### config.mk
export PLATFORM = sky130hd
export DESIGN_NAME = tbah_card_flat
export DESIGN_NICKNAME = d
export VERILOG_FILES = /design/src/logic/tbah_pkg.sv /design/src/logic/tbah_if.sv /design/src/logic/tbah_fifo.sv /design/src/logic/tbah_card.sv /design/src/flat_wrapper.sv
export SDC_FILE = /design/constraint.sdc
export NUM_CORES = 1
export LEC_CHECK = 0
export BUFFER_PORTS_ARGS = -buffer_cell sky130_fd_sc_hd__buf_2
export CORE_UTILIZATION = 35
export DETAILED_ROUTE_END_ITERATION = 7
export PLACE_DENSITY = 0.53
export SLEW_MARGIN = 0
export SYNTH_ARGS = -nofsm -noshare
export SYNTH_HDL_FRONTEND = slang
export SYNTH_HIERARCHICAL = 1
export SYNTH_SLANG_ARGS = --single-unit
### constraint.sdc
create_clock -name clk -period 3.55 [get_ports clk]
set_input_delay 0.1775 -clock clk [delete_from_list [all_inputs] [get_ports clk]]
set_output_delay 0.1775 -clock clk [all_outputs]
set_load 0.1 [all_outputs]
### src/logic/tbah_pkg.sv
package tbah_pkg;
  localparam logic [7:0] CMD_REQ = 8'h05;
  localparam logic [7:0] CMD_ATTRIB = 8'h1d;
  localparam logic [7:0] RSP_ATQB = 8'h50;
  localparam logic [7:0] RSP_ATTRIB = 8'h10;
  localparam logic [7:0] APP_DATA = 8'h00;
  localparam logic [7:0] PROTO_RATE = 8'h91;
  localparam logic [7:0] PROTO_SIZE = 8'h81;
  localparam logic [3:0] PROTO_TYPE = 4'h1;
  localparam logic [3:0] FWI_RESET = 4'h4;
  localparam int ATQB_LEN = 12;
  localparam int ATTRIB_LEN = 9;
  localparam int REQ_LEN = 3;
  localparam logic [1:0] RATE_106 = 2'h0;
  localparam logic [1:0] RATE_212 = 2'h1;
  localparam logic [1:0] TR_RESERVED = 2'h3;
  localparam logic [1:0] TR_DEFAULT = 2'h0;
  localparam int ETU_NS = 9440;
  localparam int FS_NS = 1180;
  localparam int CLK_NS = 8;
  localparam int TR2_NS = 10 * ETU_NS + 32 * FS_NS;
  localparam int TR2_CYCLES = (TR2_NS + CLK_NS - 1) / CLK_NS;
  localparam int TR0_MIN_FS = 64;
  localparam int TR1_MIN_FS = 80;
  localparam int FIFO_DEPTH = 8;
endpackage

### src/logic/tbah_if.sv
`timescale 1ns/1ps
interface tbah_if;
  logic [7:0] rdr_data;
  logic rdr_valid;
  logic rdr_last;
  logic rdr_ready;
  logic [7:0] card_data;
  logic card_valid;
  logic card_last;
  logic card_ready;
  modport card (input rdr_data, rdr_valid, rdr_last, card_ready,
    output rdr_ready, card_data, card_valid, card_last);
  modport reader (output rdr_data, rdr_valid, rdr_last, card_ready,
    input rdr_ready, card_data, card_valid, card_last);
endinterface

### src/logic/tbah_fifo.sv
`timescale 1ns/1ps
module tbah_fifo #(
  parameter int WIDTH = 9,
  parameter int DEPTH = 8
) (
  input wire logic clk,
  input wire logic sys_rst,
  input wire logic [WIDTH-1:0] in_data,
  input wire logic in_valid,
  output logic in_ready,
  output logic [WIDTH-1:0] out_data,
  output logic out_valid,
  input wire logic out_ready
);
  localparam int AW = $clog2(DEPTH);
  if (DEPTH < 2 || (1 << AW) != DEPTH) begin : g_depth_check
    $error("DEPTH must be a power of two");
  end
  if (WIDTH < 1) begin : g_width_check
    $error("WIDTH must be at least one");
  end
  logic [WIDTH-1:0] mem [DEPTH];
  logic [AW:0] wr_reg;
  logic [AW:0] rd_reg;
  logic do_wr;
  logic do_rd;
  assign in_ready = (wr_reg - rd_reg) != (AW+1)'(DEPTH);
  assign out_valid = wr_reg != rd_reg;
  assign out_data = mem[rd_reg[AW-1:0]];
  assign do_wr = in_valid && in_ready;
  assign do_rd = out_valid && out_ready;
  always_ff @(posedge clk) begin
    if (do_wr) begin
      mem[wr_reg[AW-1:0]] <= in_data;
    end
  end
  always_ff @(posedge clk or posedge sys_rst) begin
    if (sys_rst) begin
      wr_reg <= '0;
      rd_reg <= '0;
    end else begin
      if (do_wr) begin
        wr_reg <= wr_reg + 1'b1;
      end
      if (do_rd) begin
        rd_reg <= rd_reg + 1'b1;
      end
    end
  end
endmodule // tbah_fifo

### src/logic/tbah_card.sv
`timescale 1ns/1ps
// Overview of operation
// Answer request with code, id, data, info, CRC.
// Four application data bytes sent as zero.
// First protocol info byte is 0x91.
// Second info byte upper nibble advertises 256.
// Second info byte lower nibble is 0001b.
// Reader waits 10 etu plus 32/fs.
// Third info byte upper nibble carries FWI.
// Third info byte bits 3-2 are 00b.
// Third info byte bits 1-0 are 00b.
// Selection code 0x1D with matching identifier.
// Reader encodes TR0 in parameter bits 7-6.
// Reader encodes TR1 in parameter bits 5-4.
// Card keeps TR0 64/fs, TR1 80/fs, SOF/EOF; the card times no TR0/TR1, has no SOF/EOF and only outputs the codes.
// Reserved TR0 or TR1 code treated as 00b.
// Silent when the two data rates differ.
// Only listed reader frame sizes are answered.
// Third parameter lower nibble matches protocol type.
// Fourth parameter card identifier must be zero.
// Accepted selection answered with 0x10 plus CRC.
module tbah_card (
  input wire logic clk,
  input wire logic sys_rst,
  tbah_if.card link,
  input wire logic [31:0] pupi,
  input wire logic [3:0] fwi,
  output logic selected,
  output logic [1:0] rate,
  output logic [3:0] rdr_fsize,
  output logic [1:0] tr0_code,
  output logic [1:0] tr1_code
);
  typedef enum logic [1:0] {ST_RX, ST_DECIDE, ST_TX} tbah_state_e;
  tbah_state_e state_reg;
  logic [7:0] buf_reg [tbah_pkg::ATTRIB_LEN];
  logic [3:0] cnt_reg;
  logic [3:0] len_reg;
  logic [3:0] tx_reg;
  logic [3:0] tx_len_reg;
  logic is_attrib_reg;
  logic [15:0] crc_reg;
  logic [7:0] tx_byte;
  logic [8:0] f_in;
  logic f_in_valid;
  logic f_in_ready;
  logic [8:0] f_out;
  logic f_out_valid;
  logic req_ok;
  logic att_ok;
  logic [31:0] rx_id;
  logic [7:0] p1;
  logic [7:0] p2;
  logic [7:0] p3;
  logic [7:0] p4;
  logic size_ok;
  logic [1:0] tr0_eff;
  logic [1:0] tr1_eff;
  logic rx_take;

  function automatic logic [15:0] crc_step(input logic [15:0] c, input logic [7:0] d);
    logic [15:0] r;
    r = c;
    for (int i = 0; i < 8; i++) begin
      r = ((r[0] ^ d[i]) != 1'b0) ? ((r >> 1) ^ 16'h8408) : (r >> 1);
    end
    return r;
  endfunction

  assign rx_id = {buf_reg[1], buf_reg[2], buf_reg[3], buf_reg[4]};
  assign p1 = buf_reg[5];
  assign p2 = buf_reg[6];
  assign p3 = buf_reg[7];
  assign p4 = buf_reg[8];
  assign tr0_eff = (p1[7:6] == tbah_pkg::TR_RESERVED) ? tbah_pkg::TR_DEFAULT : p1[7:6];
  assign tr1_eff = (p1[5:4] == tbah_pkg::TR_RESERVED) ? tbah_pkg::TR_DEFAULT : p1[5:4];
  assign size_ok = p2[3:0] inside {4'h8, 4'h7, 4'h6, 4'h5};
  assign req_ok = (len_reg == 4'(tbah_pkg::REQ_LEN)) && (buf_reg[0] == tbah_pkg::CMD_REQ);
  assign att_ok = (len_reg == 4'(tbah_pkg::ATTRIB_LEN))
    && (buf_reg[0] == tbah_pkg::CMD_ATTRIB) && (rx_id == pupi)
    && (p2[7:6] == p2[5:4]) && (p2[7:6] <= tbah_pkg::RATE_212)
    && size_ok
    && (p3[3:0] == tbah_pkg::PROTO_TYPE)
    && (p4[3:0] == 4'h0);

  always_comb begin
    tx_byte = tbah_pkg::APP_DATA;
    if (is_attrib_reg) begin
      case (tx_reg)
        4'h0: tx_byte = tbah_pkg::RSP_ATTRIB;
        4'h1: tx_byte = crc_reg[7:0];
        4'h2: tx_byte = crc_reg[15:8];
        default: tx_byte = tbah_pkg::APP_DATA;
      endcase
    end else begin
      case (tx_reg)
        4'h0: tx_byte = tbah_pkg::RSP_ATQB;
        4'h1: tx_byte = pupi[31:24];
        4'h2: tx_byte = pupi[23:16];
        4'h3: tx_byte = pupi[15:8];
        4'h4: tx_byte = pupi[7:0];
        4'h5, 4'h6, 4'h7, 4'h8: tx_byte = tbah_pkg::APP_DATA;
        4'h9: tx_byte = tbah_pkg::PROTO_RATE;
        4'ha: tx_byte = tbah_pkg::PROTO_SIZE;
        4'hb: tx_byte = {fwi, 2'b00, 2'b00};
        4'hc: tx_byte = crc_reg[7:0];
        4'hd: tx_byte = crc_reg[15:8];
        default: tx_byte = tbah_pkg::APP_DATA;
      endcase
    end
  end

  assign f_in = {(tx_reg == tx_len_reg - 4'h1), tx_byte};
  assign f_in_valid = state_reg == ST_TX;
  assign link.rdr_ready = (state_reg == ST_RX) && !f_out_valid;
  assign rx_take = link.rdr_valid && link.rdr_ready;

  tbah_fifo #(.WIDTH(9), .DEPTH(tbah_pkg::FIFO_DEPTH)) u_fifo (
    .clk(clk),
    .sys_rst(sys_rst),
    .in_data(f_in),
    .in_valid(f_in_valid),
    .in_ready(f_in_ready),
    .out_data(f_out),
    .out_valid(f_out_valid),
    .out_ready(link.card_ready)
  );
  assign link.card_data = f_out[7:0];
  assign link.card_last = f_out[8];
  assign link.card_valid = f_out_valid;

  always_ff @(posedge clk) begin
    if (rx_take && cnt_reg < 4'(tbah_pkg::ATTRIB_LEN)) begin
      buf_reg[cnt_reg] <= link.rdr_data;
    end
  end

  always_ff @(posedge clk or posedge sys_rst) begin
    if (sys_rst) begin
      state_reg <= ST_RX;
      cnt_reg <= '0;
      len_reg <= '0;
      tx_reg <= '0;
      tx_len_reg <= '0;
      is_attrib_reg <= 1'b0;
      crc_reg <= 16'hffff;
    end else begin
      case (state_reg)
        ST_RX: begin
          if (rx_take) begin
            cnt_reg <= (cnt_reg == 4'hf) ? cnt_reg : cnt_reg + 4'h1;
            if (link.rdr_last) begin
              len_reg <= cnt_reg + 4'h1;
              cnt_reg <= '0;
              state_reg <= ST_DECIDE;
            end
          end
        end
        ST_DECIDE: begin
          tx_reg <= '0;
          crc_reg <= 16'hffff;
          if (req_ok) begin
            is_attrib_reg <= 1'b0;
            tx_len_reg <= 4'(tbah_pkg::ATQB_LEN + 2);
            state_reg <= ST_TX;
          end else if (att_ok) begin
            is_attrib_reg <= 1'b1;
            tx_len_reg <= 4'h3;
            state_reg <= ST_TX;
          end else begin
            state_reg <= ST_RX;
          end
        end
        ST_TX: begin
          if (f_in_ready) begin
            crc_reg <= crc_step(crc_reg, tx_byte);
            if (tx_reg == tx_len_reg - 4'h3) begin
              crc_reg <= ~crc_step(crc_reg, tx_byte);
            end else if (tx_reg > tx_len_reg - 4'h3) begin
              crc_reg <= crc_reg;
            end
            tx_reg <= tx_reg + 4'h1;
            if (tx_reg == tx_len_reg - 4'h1) begin
              state_reg <= ST_RX;
            end
          end
        end
        default: state_reg <= ST_RX;
      endcase
    end
  end

  always_ff @(posedge clk or posedge sys_rst) begin
    if (sys_rst) begin
      selected <= 1'b0;
      rate <= tbah_pkg::RATE_106;
      rdr_fsize <= 4'h0;
      tr0_code <= tbah_pkg::TR_DEFAULT;
      tr1_code <= tbah_pkg::TR_DEFAULT;
    end else if (state_reg == ST_DECIDE && att_ok) begin
      selected <= 1'b1;
      rate <= p2[7:6];
      rdr_fsize <= p2[3:0];
      tr0_code <= tr0_eff;
      tr1_code <= tr1_eff;
    end
  end
endmodule // tbah_card

### src/flat_wrapper.sv
// flat-port wrapper written by rule: the top's interface ports become plain ports
module tbah_card_flat 
  (clk, sys_rst, pupi, fwi, selected, rate, rdr_fsize, tr0_code, tr1_code, link_rdr_data, link_rdr_valid, link_rdr_last, link_card_ready, link_rdr_ready, link_card_data, link_card_valid, link_card_last);
  tbah_if link_i ();
  input wire logic clk;
  input wire logic sys_rst;
  input wire logic [31:0] pupi;
  input wire logic [3:0] fwi;
  output logic selected;
  output logic [1:0] rate;
  output logic [3:0] rdr_fsize;
  output logic [1:0] tr0_code;
  output logic [1:0] tr1_code;
  input wire logic [$bits(link_i.rdr_data)-1:0] link_rdr_data;
  input wire logic [$bits(link_i.rdr_valid)-1:0] link_rdr_valid;
  input wire logic [$bits(link_i.rdr_last)-1:0] link_rdr_last;
  input wire logic [$bits(link_i.card_ready)-1:0] link_card_ready;
  output wire logic [$bits(link_i.rdr_ready)-1:0] link_rdr_ready;
  output wire logic [$bits(link_i.card_data)-1:0] link_card_data;
  output wire logic [$bits(link_i.card_valid)-1:0] link_card_valid;
  output wire logic [$bits(link_i.card_last)-1:0] link_card_last;
  assign link_i.rdr_data = link_rdr_data;
  assign link_i.rdr_valid = link_rdr_valid;
  assign link_i.rdr_last = link_rdr_last;
  assign link_i.card_ready = link_card_ready;
  assign link_rdr_ready = link_i.rdr_ready;
  assign link_card_data = link_i.card_data;
  assign link_card_valid = link_i.card_valid;
  assign link_card_last = link_i.card_last;
  tbah_card u_core (.clk(clk), .sys_rst(sys_rst), .link(link_i), .pupi(pupi), .fwi(fwi), .selected(selected), .rate(rate), .rdr_fsize(rdr_fsize), .tr0_code(tr0_code), .tr1_code(tr1_code));
endmodule
Yosys cells after proc, flatten, opt, wreduce, memory -nomap -nowiden
Memories as Yosys holds them, arrays and structs flattened.
Index checks and enable logic that the tools add are counted.
{"block": "totals", "ram_bits": 144, "out_inout_bits": 22, "elab_cells": 141, "regBits": 54, "n_memories": 2}
{"memory": "u_core.buf_reg", "words": 9, "word_bits": 8, "rd": 9, "rd_ports_with_merged_regs": 0, "wr": 1, "line_no": "tbah_card.sv:36", "rtl": "logic [7:0] buf_reg [tbah_pkg::ATTRIB_LEN];"}
{"memory": "u_core.u_fifo.mem", "words": 8, "word_bits": 9, "rd": 1, "rd_ports_with_merged_regs": 0, "wr": 1, "line_no": "tbah_fifo.sv:22", "rtl": "logic [WIDTH-1:0] mem [DEPTH];"}
{"block": "classes", "n_addsub": 7, "n_eq_ne": 35, "n_lt_le_gt_ge": 3, "bitwise_logic": 17, "reduce_logical": 27, "n_mux": 36}
{"operator": "16-bit 2-to-1 mux", "n": 11}
{"operator": "8-bit case mux with 10 select lines", "n": 1}
{"operator": "32-bit equality test", "n": 1}
{"operator": "4-bit equality test, second input constant", "n": 8}
{"operator": "16-bit case mux with 2 select lines", "n": 1}
{"operator": "2-bit inverter with 3-bit output", "n": 8}
{"operator": "8-bit case mux with 3 select lines", "n": 1}
{"operator": "4-bit 2-to-1 mux", "n": 5}
{"operator": "4-bit by 1-bit adder with 4-bit output, second input constant", "n": 4}
{"operator": "4-bit by 3-bit equality test with 1-bit output, second input constant", "n": 4}
{"operator": "2-bit 2-to-1 mux", "n": 8}
{"operator": "16-bit inverter", "n": 1}
{"operator": "1-bit logical AND", "n": 14}
{"operator": "4-bit by 2-bit equality test with 1-bit output, second input constant", "n": 3}
{"operator": "3-bit AND reduction", "n": 3}
{"operator": "4-bit by 1-bit equality test with 1-bit output, second input constant", "n": 2}
{"operator": "4-bit equality test", "n": 2}
{"operator": "8-bit by 3-bit equality test with 1-bit output, second input constant", "n": 1}
{"operator": "8-bit by 5-bit equality test with 1-bit output, second input constant", "n": 1}
{"operator": "4-bit zero test", "n": 2}
{"operator": "8-bit 2-to-1 mux", "n": 1}
{"operator": "4-bit case mux with 2 select lines", "n": 1}
{"operator": "1-bit XOR", "n": 8}
{"operator": "2-bit equality test, second input constant", "n": 3}
{"operator": "other kinds (21)", "n": 31}

Depth between registers and ports, before layout
Gate-level depths: netlist of run 1.
{"block": "depth", "depth_word": 23, "depth_mapped": 14, "mapped_depth_nobuf": 11}

Cells and area by module
Netlist of run 1, hierarchy kept.
{"module": "tbah_card", "cells_per_inst": 496, "area_each_um2": 5788.1, "instances": 1}
{"module": "tbah_fifo", "cells_per_inst": 178, "area_each_um2": 3265.6, "instances": 1}

Worst setup path before layout of run 1
No wires, ideal clock.
{"block": "synth_timing", "path_kind": "flip-flop to flip-flop", "startpoint": "register u_core.u_fifo.rd_reg[1]", "endpoint": "memory u_core.buf_reg[3][0] (enable)", "slack_ns": -1.643, "path_stages_with_launch": 9, "required_time_ns": 3.155, "setup_time_ns": 0.395, "arrival_time_ns": 4.799, "cell_sequence": "dfrtp_1 clkbuf_1 inv_1 ha_1 and3_1 nand2b_1 nor2b_1 nand2_1 nor4_1"}
{"block": "synth_via", "elab_chain_len": 7}
{"item": "start: declaration", "line_no": "tbah_fifo.sv:24", "rtl": "logic [AW:0] rd_reg;"}
{"item": "start signal: assignment", "line_no": "tbah_fifo.sv:46", "rtl": "rd_reg <= rd_reg + 1'b1;"}
{"item": "4-bit != test", "line_no": "tbah_fifo.sv:28", "rtl": "assign out_valid = wr_reg != rd_reg;"}
{"item": "via link_card_valid", "line_no": "flat_wrapper.sv:20", "rtl": "output wire logic [$bits(link_i.card_valid)-1:0] link_card_valid;"}
{"item": "1-bit zero test", "line_no": "tbah_card.sv:115", "rtl": "assign link.rdr_ready = (state_reg == ST_RX) && !f_out_valid;"}
{"item": "1-bit logical AND", "line_no": "tbah_card.sv:115"}
{"item": "via link_rdr_ready", "line_no": "flat_wrapper.sv:18", "rtl": "output wire logic [$bits(link_i.rdr_ready)-1:0] link_rdr_ready;"}
{"item": "1-bit logical AND", "line_no": "tbah_card.sv:116", "rtl": "assign rx_take = link.rdr_valid && link.rdr_ready;"}
{"item": "1-bit logical AND", "line_no": "tbah_card.sv:133", "rtl": "if (rx_take && cnt_reg < 4'(tbah_pkg::ATTRIB_LEN)) begin"}
{"item": "1-bit 2-to-1 mux", "line_no": "tbah_card.sv:133"}
{"item": "1-bit 2-to-1 mux (not written as such)", "line_no": "tbah_card.sv:134", "rtl": "buf_reg[cnt_reg] <= link.rdr_data;"}
{"item": "end: declaration", "line_no": "tbah_card.sv:36"}
The timed path passes the listed nets, and every way through them passes these cells.

Worst setup path after layout of run 1
{"block": "layout_timing", "startpoint": "register u_core.tx_reg[0]", "endpoint": "register u_core.crc_reg[0]"}
{"block": "layout_via", "elab_cells_between_ends": 32, "cone_classes": "1 x order compare; 11 x eq/ne; 15 x mux; 3 x bitwise; 2 x reduce/logical"}
{"item": "start: declaration", "line_no": "tbah_card.sv:39", "rtl": "logic [3:0] tx_reg;"}
{"item": "start signal: assignment", "line_no": "tbah_card.sv:182", "rtl": "tx_reg <= tx_reg + 4'h1;"}
{"item": "4-bit equality test (tied with other cells)", "line_no": "tbah_card.sv:96", "rtl": "case (tx_reg)"}
{"item": "8-bit case mux with 10 select lines / 8-bit case mux with 3 select lines (equally long branches)", "line_no": "tbah_card.sv:96, tbah_card.sv:89"}
{"item": "8-bit 2-to-1 mux *", "line_no": "tbah_card.sv:88", "rtl": "if (is_attrib_reg) begin"}
{"item": "via u_core.f_in[4]", "line_no": "tbah_card.sv:44", "rtl": "logic [8:0] f_in;"}
{"item": "1-bit XOR *", "line_no": "tbah_card.sv:65", "rtl": "r = ((r[0] ^ d[i]) != 1'b0) ? ((r >> 1) ^ 16'h8408) : (r >> 1);"}
{"item": "16-bit 2-to-1 mux * (4 in a row)", "line_no": "tbah_card.sv:65"}
{"item": "16-bit 2-to-1 mux / 16-bit inverter (equally long branches)", "line_no": "tbah_card.sv:179, tbah_card.sv:178"}
{"item": "16-bit 2-to-1 mux *", "line_no": "tbah_card.sv:177", "rtl": "if (tx_reg == tx_len_reg - 4'h3) begin"}
{"item": "16-bit 2-to-1 mux *", "line_no": "tbah_card.sv:175", "rtl": "if (f_in_ready) begin"}
{"item": "16-bit case mux with 2 select lines *", "line_no": "tbah_card.sv:148", "rtl": "case (state_reg)"}
{"item": "end signal: assignment", "line_no": "tbah_card.sv:176", "rtl": "crc_reg <= crc_step(crc_reg, tx_byte);"}
{"item": "end signal: assignment", "line_no": "tbah_card.sv:178", "rtl": "crc_reg <= ~crc_step(crc_reg, tx_byte);"}
{"item": "end signal: assignment", "line_no": "tbah_card.sv:180", "rtl": "crc_reg <= crc_reg;"}
{"item": "end: declaration", "line_no": "tbah_card.sv:42", "rtl": "logic [15:0] crc_reg;"}
Mark *: on every way through the listed nets, which the timed path passes. The rest lies on a longest branch. The select of a mux whose other input is x is not followed.
A chain may end at the register's enable or synchronous reset.

==> results of run 1 <==
## Yosys cell counts, types with 4 or more instances
master	count	share of area, %
edfxtp_1	132	44
nand2_1	59	2.4
xnor2_1	48	4.6
dfrtp_1	36	10
a21oi_1	32	1.8
nor2_1	24	1.0
ha_1	23	3.2
inv_1	21	0.87
mux4_2	19	4.7
nand3_1	19	1.1
dfstp_2	16	4.6
and2_1	13	0.90
o21ai_0	13	0.72
clkbuf_1	12	0.50
nand4_1	12	0.83
nand2b_1	11	0.76
xor2_1	10	0.97
buf_2	9	0.50
nor4_1	9	0.62
nor3_1	8	0.44
o21ai_1	8	0.44
a21o_1	7	0.58
a22oi_1	7	0.58
mux2_1	6	0.75
and3_1	5	0.35
buf_6	5	0.62
a22o_1	4	0.39
a31oi_1	4	0.28
nand3b_1	4	0.33
nor3b_1	4	0.33
nor4b_1	4	0.39
## kinds of logic (layout without fill, tap and decap cells)
kind of cell,Yosys count,in the layout,share of synthesized area [%]
multiplexers,31,31,6.23
buffers and inverters,50,146,2.69
XOR/XNOR,64,64,7.10
AND/OR/NAND/NOR,197,197,12.1
adder cells (fa/ha/maj),23,23,3.18
flip-flops,184,184,58.4
AO/OA/AOI/OAI,125,125,10.3
## area by class of cell
| cell class | instances | area share (%) |
|---|---|---|
| inverters | 22 | 0.789 |
| well taps | 330 | 3.95 |
| flip-flops and latches | 184 | 50.5 |
| multi-input cells | 440 | 34.0 |
| repair buffers | 92 | 4.97 |
| clock inverters | 14 | 1.72 |
| clock buffers | 18 | 4.10 |
## final timing paths
kind / startpoint / end / cells after the start
hold reg to reg: u_core/selected / u_core/selected / 1
min in group asynchronous: sys_rst / u_core/u_fifo/rd_reg[1] / 3
max in group asynchronous: sys_rst / u_core/tx_reg[3] / 3
hold / removal: link_rdr_data[7] / u_core/buf_reg[5][7] / 1
setup reg to reg: u_core/tx_reg[0] / u_core/crc_reg[0] / 9
setup / recovery: u_core/tx_reg[0] / u_core/crc_reg[0] / 9
## timing repair
action                     CTS  global route
hold endpoints to repair     9             0
hold buffers                 2             0
setup endpoints to repair    0             0
buffers inserted             0             0
## worst max-delay path, delay by kind of cell (launching register included)
kind | cells | cell delay, ps
AND/OR/NAND/NOR | 1 | 130
buffers and inverters | 1 | 150
adder cells (fa/ha/maj) | 1 | 590
XOR/XNOR | 3 | 600
AO/OA/AOI/OAI | 2 | 570
flip-flops | 1 | 450
multiplexers | 1 | 500
## power groups by stage
stage / Combinational (uW) / Clock [uW] / Sequential, uW
6_report: 1900 / 1890 / 2470
4_1_cts: 1920 / 1940 / 2470
3_3_place_gp: 1880 / 0 / 2510
2_1_floorplan: 1530 / 0 / 2480
3_5_place_dp: 1910 / 0 / 2520
5_1_grt: 2020 / 2030 / 2480
## metal layers
layer	global-route usage, %	share of wire (%)	wire length, um
met5	0	0	0
met1	22.2	45	9660
met2	28.6	50	10800
met3	2.29	3.5	748
met4	5.01	1.4	305
## per-stage QoR
step	cells	util, %	area (um2)
4_1_cts	1100	41.4	10500
3_5_place_dp	1066	38.9	9830
6_report	1100	41.4	10500
5_1_grt	1100	41.4	10500
3_3_place_gp	1066	38.9	9830
2_1_floorplan	674	-	9070
==> qor.csv, run 1 <==
metric;value;unit
switch share;37.7;%
routed len/inst;19.5;um
max FFs per register;72;
final period utilization;86.4;%
DRC;0;
antenna cells;0;
Core Footprint;25300;um2
clk_lat worst skew;440;ps
layout cell share with drive strength beyond 1;24.7;%
FF+latch count, synth;184;
area of the multi-input gates;3550;um2
r2r setup slk;480;ps
Cell variety after synth;87;
DRT iter0 DRCs;500;
dpl ws;518;ps
Seq/Total Area, Yosys;58.4;%
Gate power share;30.3;%
crit path cell chain;inv_1, ha_1, nand2_1, mux4_2, a41oi_2, xnor2_1, xnor2_2, xor2_1, a21oi_1;
Post-layout nets;829;
commonest non-fill, non-tap cells in the layout;132 x edfxtp_1, 70 x buf_2, 59 x nand2_1;
GR Overflow Total;0;
crit path max-delay cell type;ha_1;
Async SR Flop Fraction;28.3;%
Crit Path Category;flop to flop;
All-Layer GR Usage;16.8;%
Die H;163;um
post-CTS sizing;0;
largest net degree at the start of global routing;45;
EDFF count, synth;132;
clock power share;30.2;%
Fin Clk Skew;20.2;ps
First-pass DRT Iterations;5;
Reg power frac;39.5;%
initial core utilization;35.9;%
Clk pin slew, worst setup/hold paths;80;ps
Final Hold Vio Count;0;
Worst EP arrival;3400;ps
final worst slack;483;ps
LEAKAGE;0.00385;uW
P_int;3900;uW
number of global-route vias before repair;5829;
CTS root buf;clkbuf_16;
I/O Pins;71;
final setup vio count;0;
worst hold slack;28.8;ps
post-synth net total;746;
initial antenna violation count;0;
wire length of the first global-routing pass;33200;um
Setup TNS;0;ps
status;finished, final reports clean;
std cell rows;58;
max_cap viols;0;
vias per cell;5.21;
Yosys warning count;6;
most common cell after layout, fill and taps aside;edfxtp_1;
Sw Pwr;2360;uW
Main synth FF type;edfxtp_1;
clock sinks;184;
H-tree level count;4;
Pwr Total;6260;uW
Synth Instances;674;
FILL cells;2372;
Setup crit start kind;flop;
Die ar.;26500;um2
hold crit path type;input port to flop;
CP endpoint kind;flop;
Max VDD drop;513;uV
gpl congestion;0.901;
CTS tree;built;
Area Growth Syn to Fin;15.6;%
Die W;163;um
CTS Buf Count;17;
Final Max Tran Viols;0;
IO buf count;70;
FF/Latch Area;5290;um2
Bufs on Longest Clock Path;2;
PwrDens;598;nW/um2
mapped cell area;9050;um2
Worst path max stage delay;590;ps
Via Count;5732;
Post-DP HPWL;15000;um
unrepaired setup endpoints after global routing;no;
Required @ worst endpoint;3880;ps
minimum clock period;3070;ps
Routed Antenna Nets;0;
fmax;326;MHz
CP Max Fanout;15;
Avg Cell Area, Syn;13.4;um2
Slew HR;34.1;%
Least-Margin Pin Slew;988;ps
Total Wirelength;21500;um
Power figures use the tool's default switching activity.
==> inputs of run 2 (changes only) <==
--- a/config.mk
+++ b/config.mk
@@ -6,9 +6,10 @@
 export NUM_CORES = 1
 export LEC_CHECK = 0
 export BUFFER_PORTS_ARGS = -buffer_cell sky130_fd_sc_hd__buf_2
+export CORE_MARGIN = 5
 export CORE_UTILIZATION = 35
 export DETAILED_ROUTE_END_ITERATION = 7
-export PLACE_DENSITY = 0.53
+export PLACE_DENSITY = 0.55
 export SLEW_MARGIN = 0
 export SYNTH_ARGS = -nofsm -noshare
 export SYNTH_HDL_FRONTEND = slang
==> constraint.sdc (replaced) <==
create_clock -name clk -period 2.7 [get_ports clk]
set_input_delay 0.135 -clock clk [delete_from_list [all_inputs] [get_ports clk]]
set_output_delay 0.135 -clock clk [all_outputs]
set_load 0.1 [all_outputs]
==> run 2 against run 1 <==
  * Critical path depth is 1 higher
  * Sequential cell count stayed put
  * Worst setup slack worse by 340 ps
  * Fmax is 20% higher
  * Critical path type unchanged
==> qor.csv, run 2 (synthesized netlist as in run 1, its figures left out) <==
metric;value;unit;change
Reg-to-Reg Start;u_core/tx_reg[0];;
clk_lat worst skew;430;ps;about the same
Worst EP arrival;2910;ps;-490 ps
Post-layout nets;858;;+3.5%
Area Growth Syn to Fin;20.6;%;
GR Overflow Total;0;;unchanged
Crit Path Category;flop to flop;;
Max VDD drop;915;uV;+78%
unrepaired setup endpoints after global routing;yes;;
I/O Pins;71;;unchanged
fmax;391;MHz;+20%
largest net degree at the start of global routing;45;;unchanged
DRC;0;;unchanged
std cell rows;58;;unchanged
placed cell area;10200;um2;+3.8%
Placed Instances;1092;;+2.4%
clock sinks;184;;unchanged
max_cap viols;0;;unchanged
CTS Buf Count;17;;unchanged
gpl congestion;0.874;;-3.1%
dpl ws;-16.6;ps;-534 ps
LEAKAGE;0.00406;uW;+5.3%
All-Layer GR Usage;15.3;%;-1.5 points
Clk pin slew, worst setup/hold paths;80;ps;about the same
area of the multi-input gates;3710;um2;+4.4%
Worst R2R Path Depth;10;;+1
FILL cells;2312;;-2.5%
Routed Antenna Nets;0;;unchanged
Non-Filler Instances;1129;;+2.6%
Core Footprint;25300;um2;+0.29%
number of global-route vias before repair;6160;;+5.7%
CP startpoint;u_core/tx_reg[0];;
CP Capture Point;u_core/crc_reg[8];;
capturing point of the worst reg2reg path;u_core/crc_reg[8];;
Required @ worst endpoint;3050;ps;-830 ps
final core occ;43.1;%;+1.7 points
Die ar.;29200;um2;+10%
Final Max Tran Viols;0;;unchanged
final setup vio count;0;;unchanged
commonest non-fill, non-tap cells in the layout;132 x edfxtp_1, 69 x buf_2, 58 x nand2_1;;
CTS root buf;clkbuf_16;;
Fin Clk Skew;13.9;ps;-6.30 ps
Bufs on Longest Clock Path;2;;unchanged
Final Hold Vio Count;0;;unchanged
r2r setup slk;140;ps;-340 ps
status;finished, final reports clean;;
initial core utilization;35.7;%;-0.10 points
CP endpoint kind;flop;;
First-pass DRT Iterations;5;;unchanged
IO buf count;70;;unchanged
final period utilization;94.7;%;+8.3 points
DRT iter0 DRCs;403;;-19%
Slew HR;35.3;%;+1.2 points
wire length of the first global-routing pass;34200;um;+3.0%
most common cell after layout, fill and taps aside;edfxtp_1;;
final instance area;10900;um2;+4.4%
CTS tree;built;;
Least-Margin Pin Slew;970;ps;-17.8 ps
FF/Latch Area;5290;um2;unchanged
final worst slack;142;ps;-341 ps
vias per cell;5.32;;+2.2%
CP Max Fanout;10;;-5
antenna cells;0;;unchanged
Post-DP HPWL;16000;um;+6.2%
Setup crit start kind;flop;;
layout cell share with drive strength beyond 1;30.9;%;+6.2 points
initial antenna violation count;0;;unchanged
hold crit path type;input port to flop;;
routed len/inst;19.5;um;about the same
max FFs per register;72;;unchanged
Die H;171;um;+4.9%
Via Count;6010;;+4.8%
Die W;171;um;+4.9%
H-tree level count;4;;unchanged
Total Wirelength;22000;um;+2.7%
minimum clock period;2560;ps;-509 ps
PwrDens;778;nW/um2;+30%
## run 2: changes by cell type in the layout (fill, tap and decap cells not counted), moves of 4 or more
cell,previous run,this run
buf_4,20,44
and2_1,13,6
and2_4,1,8
buf_12,0,5
ha_1,23,18
clkinv_8,7,3
## run 2: per-layer routing
layer / track usage, % / part of all wire (%) / vias up
met3: 3.44 / 5.8 / 21
met2: 25.2 / 49 / 184
met5: 0 / 0 / -
met4: 3.69 / 1.2 / 0
li1: - / - / 2768
met1: 20.7 / 44 / 3037
## run 2: worst min path at each step
stage / from / endpoint / slack [ps] / depth (start not counted)
finish: link_rdr_data[6] / u_core/buf_reg[6][6] / 20 / 1
global route: link_rdr_data[6] / u_core/buf_reg[6][6] / 4 / 1
CTS: link_rdr_data[3] / u_core/buf_reg[7][3] / 1 / 1
detailed placement: sys_rst / u_core/u_fifo/rd_reg[3] / 130 / 2
global placement: sys_rst / u_core/u_fifo/wr_reg[1] / 130 / 2
floorplan: sys_rst / u_core/u_fifo/rd_reg[0] / -50 / 1
## run 2: critical path, cell delays in order, from the launching register on
cell and delay [ps]:
dfrtp_1 420, inv_1 130, ha_2 340, nor3b_4 320, buf_4 170, a21o_1 120, o221ai_1 210, a21o_1 240
a21oi_1 180, and4b_1 220, a211oi_2 150
## run 2: per-stage QoR
| stage | total power, uW | hold slack, ps | TNS (ps) |
|---|---|---|---|
| after floorplan | 5400 | -49.3 | -11430 |
| after global placement | 5960 | 131 | 0 |
| after detailed placement | 6020 | 132 | -132 |
| after CTS | 8620 | 0.978 | 0 |
| after global routing | 8880 | 4.05 | -88.0 |
| final | 8500 | 23.2 | 0 |
## run 2: area by class of cell
cell class,count,area share (%)
Tap cell,330,3.78
Clock buffer,17,3.90
Timing Repair Buffer,121,7.38
Clock inverter,15,1.78
Multi-Input combinational cell,440,34.0
Inverter,22,0.791
Sequential cell,184,48.4
## run 2: timing repair
item                       in CTS  in global routing
setup buffers                   0                  2
hold endpoints to repair       39                  0
gates cloned                    0                  0
setup endpoints to repair       8                 11
hold buffers                    3                  0
pin swaps                       0                  2
resized for setup               1                  9
## run 2: where the power goes
part	internal, uW	total (uW)	switching, uW
clock	1350	2570	1220
sequential	3120	3220	99.0
combinational	889	2720	1830
total	5360	8500	3140
==> inputs of run 3 (changes only) <==
--- a/config.mk
+++ b/config.mk
@@ -9,9 +9,8 @@
 export CORE_MARGIN = 5
 export CORE_UTILIZATION = 35
 export DETAILED_ROUTE_END_ITERATION = 7
-export PLACE_DENSITY = 0.55
+export PLACE_DENSITY = 0.53
 export SLEW_MARGIN = 0
 export SYNTH_ARGS = -nofsm -noshare
 export SYNTH_HDL_FRONTEND = slang
-export SYNTH_HIERARCHICAL = 1
 export SYNTH_SLANG_ARGS = --single-unit
==> constraint.sdc (replaced) <==
create_clock -name clk -period 3.1 [get_ports clk]
set_input_delay 0.155 -clock clk [delete_from_list [all_inputs] [get_ports clk]]
set_output_delay 0.155 -clock clk [all_outputs]
set_load 0.1 [all_outputs]
==> run 3 against run 2 <==
  * Non-clock buffer count down 19
  * Final area down 5.0%
  * Cell count down 3.5%
  * Clock power down 18%
  * Core utilization down 1.8 points
  * Die area down 1.7%
  * Fmax down 10%
  * Worst hold slack worse by 9.8 ps
  * Combinational power up 69%
  * Total power up 19%
  * Sequential power up 5%
  * Critical path type unchanged
  * Largest cell class unchanged
  * Highest routed layer unchanged
==> qor.csv, run 3 <==
metric;value;unit;change
gpl congestion;0.822;;-5.9%
Async SR Flop Fraction;28.3;%;unchanged
crit path cell chain;inv_1, ha_2, a222oi_1, nor2_1, a211oi_2, nor2_2, xnor2_2, xnor3_1, o22a_1;;
CP Max Fanout;11;;+1
wire length of the first global-routing pass;33500;um;-2.2%
status;finished, final reports clean;;
vias per cell;5.21;;-2.1%
Avg Cell Area, Syn;13.7;um2;+2.3%
Final Max Tran Viols;0;;unchanged
number of global-route vias before repair;6020;;-2.3%
clk_lat worst skew;430;ps;about the same
antenna cells;0;;unchanged
DRC;0;;unchanged
FF+latch count, synth;184;;unchanged
most common cell after layout, fill and taps aside;edfxtp_1;;
Area Growth Syn to Fin;16.7;%;
Synth Instances;647;;-4.0%
count leader, synth;edfxtp_1;;
Die ar.;28700;um2;-1.7%
Worst R2R Path Depth;9;;-1
Crit Path Category;flop to flop;;
commonest non-fill, non-tap cells in the layout;132 x edfxtp_1, 70 x buf_2, 64 x nand2_1;;
Post-CTS Setup Inserts;0;;unchanged
post-synth net total;718;;-3.8%
Routed Antenna Nets;0;;unchanged
Reg-to-Reg Start;u_core.tx_reg[1];;
fmax;351;MHz;-10%
initial core utilization;35.4;%;-0.35 points
minimum clock period;2850;ps;+291 ps
Clk pin slew, worst setup/hold paths;70;ps;about the same
Slew HR;41.8;%;+6.6 points
FF/Latch Area;5290;um2;unchanged
final setup vio count;0;;unchanged
Post-layout nets;817;;-4.8%
Seq/Total Area, Yosys;59.5;%;+1.1 points
largest net degree at the start of global routing;38;;-16%
H-tree level count;4;;unchanged
layout cell share with drive strength beyond 1;26.5;%;-4.4 points
r2r setup slk;250;ps;+110 ps
CTS tree;built;;
DRT iter0 DRCs;352;;-13%
dpl ws;102;ps;+119 ps
post-synth top area cell;edfxtp_1;;
mapped cell area;8890;um2;-1.8%
Min-Delay Startpoint;link_card_ready;;
share of the synthesized area in the top cell type;44.6;%;+0.82 points
Setup crit start kind;flop;;
Post-DP HPWL;15300;um;-4.0%
Max VDD drop;753;uV;-18%
hold crit path type;input port to flop;;
sink of the worst hold path;u_core.u_fifo.rd_reg[2];;
PwrDens;973;nW/um2;+25%
Worst EP arrival;3210;ps;+300 ps
max FFs per register;72;;unchanged
capturing point of the worst reg2reg path;u_core.crc_reg[7];;
Worst path max stage delay;470;ps;+50 ps
CTS root buf;clkbuf_16;;
FILL cells;2387;;+3.2%
Main synth FF type;edfxtp_1;;
Via Count;5675;;-5.6%
Synth top cells by count;132 x edfxtp_1, 64 x nand2_1, 36 x dfrtp_1, 32 x xnor2_1, 32 x xor2_1;;
Top delay family on crit path;compound AO/OA/AOI/OAI gates;;
initial antenna violation count;0;;unchanged
crit path max-delay cell type;dfrtp_1;;
Setup TNS;0;ps;unchanged
Total Wirelength;21000;um;-4.6%
Yosys warning count;0;;-6
top cells by area, synth;edfxtp_1 45%, dfrtp_1 10%, dfstp_2 4.7%;;
EDFF count, synth;132;;unchanged
Die H;169;um;-0.87%
routed len/inst;19.3;um;-1.1%
All-Layer GR Usage;15.0;%;-0.25 points
Required @ worst endpoint;3460;ps;+410 ps
Least-Margin Pin Slew;871;ps;-98.3 ps
std cell rows;58;;unchanged
unrepaired setup endpoints after global routing;no;;
hold path cells;3;;+2
First-pass DRT Iterations;5;;unchanged
placed cell area;9750;um2;-4.5%
final worst slack;251;ps;+109 ps
Final Hold Vio Count;0;;unchanged
I/O Pins;71;;unchanged
CTS Buf Count;17;;unchanged
Core Footprint;25100;um2;-0.86%
final instance area;10400;um2;-5.0%
area of the multi-input gates;3410;um2;-8.0%
final period utilization;91.9;%;-2.9 points
Fin Clk Skew;15.8;ps;+1.88 ps
Bufs on Longest Clock Path;2;;unchanged
clock sinks;184;;unchanged
max_cap viols;0;;unchanged
Die W;169;um;-0.87%
IO buf count;70;;unchanged
GR Overflow Total;0;;unchanged
CP endpoint kind;flop;;
Worst Path Buf+Inv;1;;-1
LEAKAGE;0.00394;uW;-2.9%
Cell variety after synth;82;;-5.7%
-- run 3: per-layer routing --
| layer | part of all wire [%] | global-route usage, % | wire [um] | up-vias |
|---|---|---|---|---|
| li1 | - | - | - | 2631 |
| met2 | 51 | 26.1 | 10700 | 156 |
| met5 | 0 | 0 | 0 | - |
| met3 | 5.1 | 3.40 | 1070 | 26 |
| met4 | 1.1 | 3.43 | 223 | 0 |
| met1 | 43 | 19.3 | 9040 | 2862 |
-- run 3: cell type report --
| type | count | area share [%] |
|---|---|---|
| timing repair buffer | 102 | 5.74 |
| sequential | 184 | 51.0 |
| tap | 330 | 3.98 |
| inverter | 21 | 0.760 |
| clock inverter | 15 | 1.52 |
| multi-input combinational | 420 | 32.9 |
| clock buffer | 17 | 4.10 |
-- run 3: how the worst max path moves through the flow --
stage                                  from                      end  slack (ps)  depth (start not counted)
floorplan           u_core.u_fifo.rd_reg[1]  u_core.u_fifo.mem[0][0]         -20                          9
global placement           u_core.tx_reg[1]       u_core.crc_reg[10]         260                          9
detailed placement         u_core.tx_reg[0]        u_core.crc_reg[3]         100                          9
CTS                        u_core.tx_reg[0]        u_core.crc_reg[3]          90                          9
global route           u_core.tx_len_reg[0]        u_core.crc_reg[0]          50                         11
finish                     u_core.tx_reg[1]        u_core.crc_reg[7]         250                          9
-- run 3: worst reg2reg max path, delay by kind of cell, from the launching register on --
kind,cells,cell delay [ps]
buf+inv,1,130
flops,1,470
compound gates,3,940
xor+xnor,2,710
simple gates,2,270
fa+ha+maj,1,280
-- run 3: cell families after synthesis --
kind of cell,synth area share (%)
AND/OR/NAND/NOR,10.7
XOR/XNOR,9.28
multiplexers,6.04
buffers and inverters,2.41
adder cells (fa/ha/maj),3.10
flip-flops,59.5
AO/OA/AOI/OAI,9.01
-- run 3: through the flow --
step / total power, uW / utilization [%] / cells / hold WS (ps)
3_5_place_dp: 8040 / 38.8 / 1055 / 395
4_1_cts: 10200 / 41.2 / 1089 / 3.99
6_report: 10100 / 41.3 / 1089 / 13.5
3_3_place_gp: 7950 / 38.8 / 1055 / 371
2_1_floorplan: 7050 / - / 647 / 252
5_1_grt: 10700 / 41.3 / 1089 / 8.64
-- run 3: power breakdown --
group	internal [uW]	switching, uW
Clock	1070	1020
Combinational	1840	2770
Sequential	3130	256
-- run 3: repair_timing --
item,CTS,global route
setup endpoints to repair,0,6
hold buffers,2,0
endpoints found under the hold margin,37,0
resized for setup,0,5
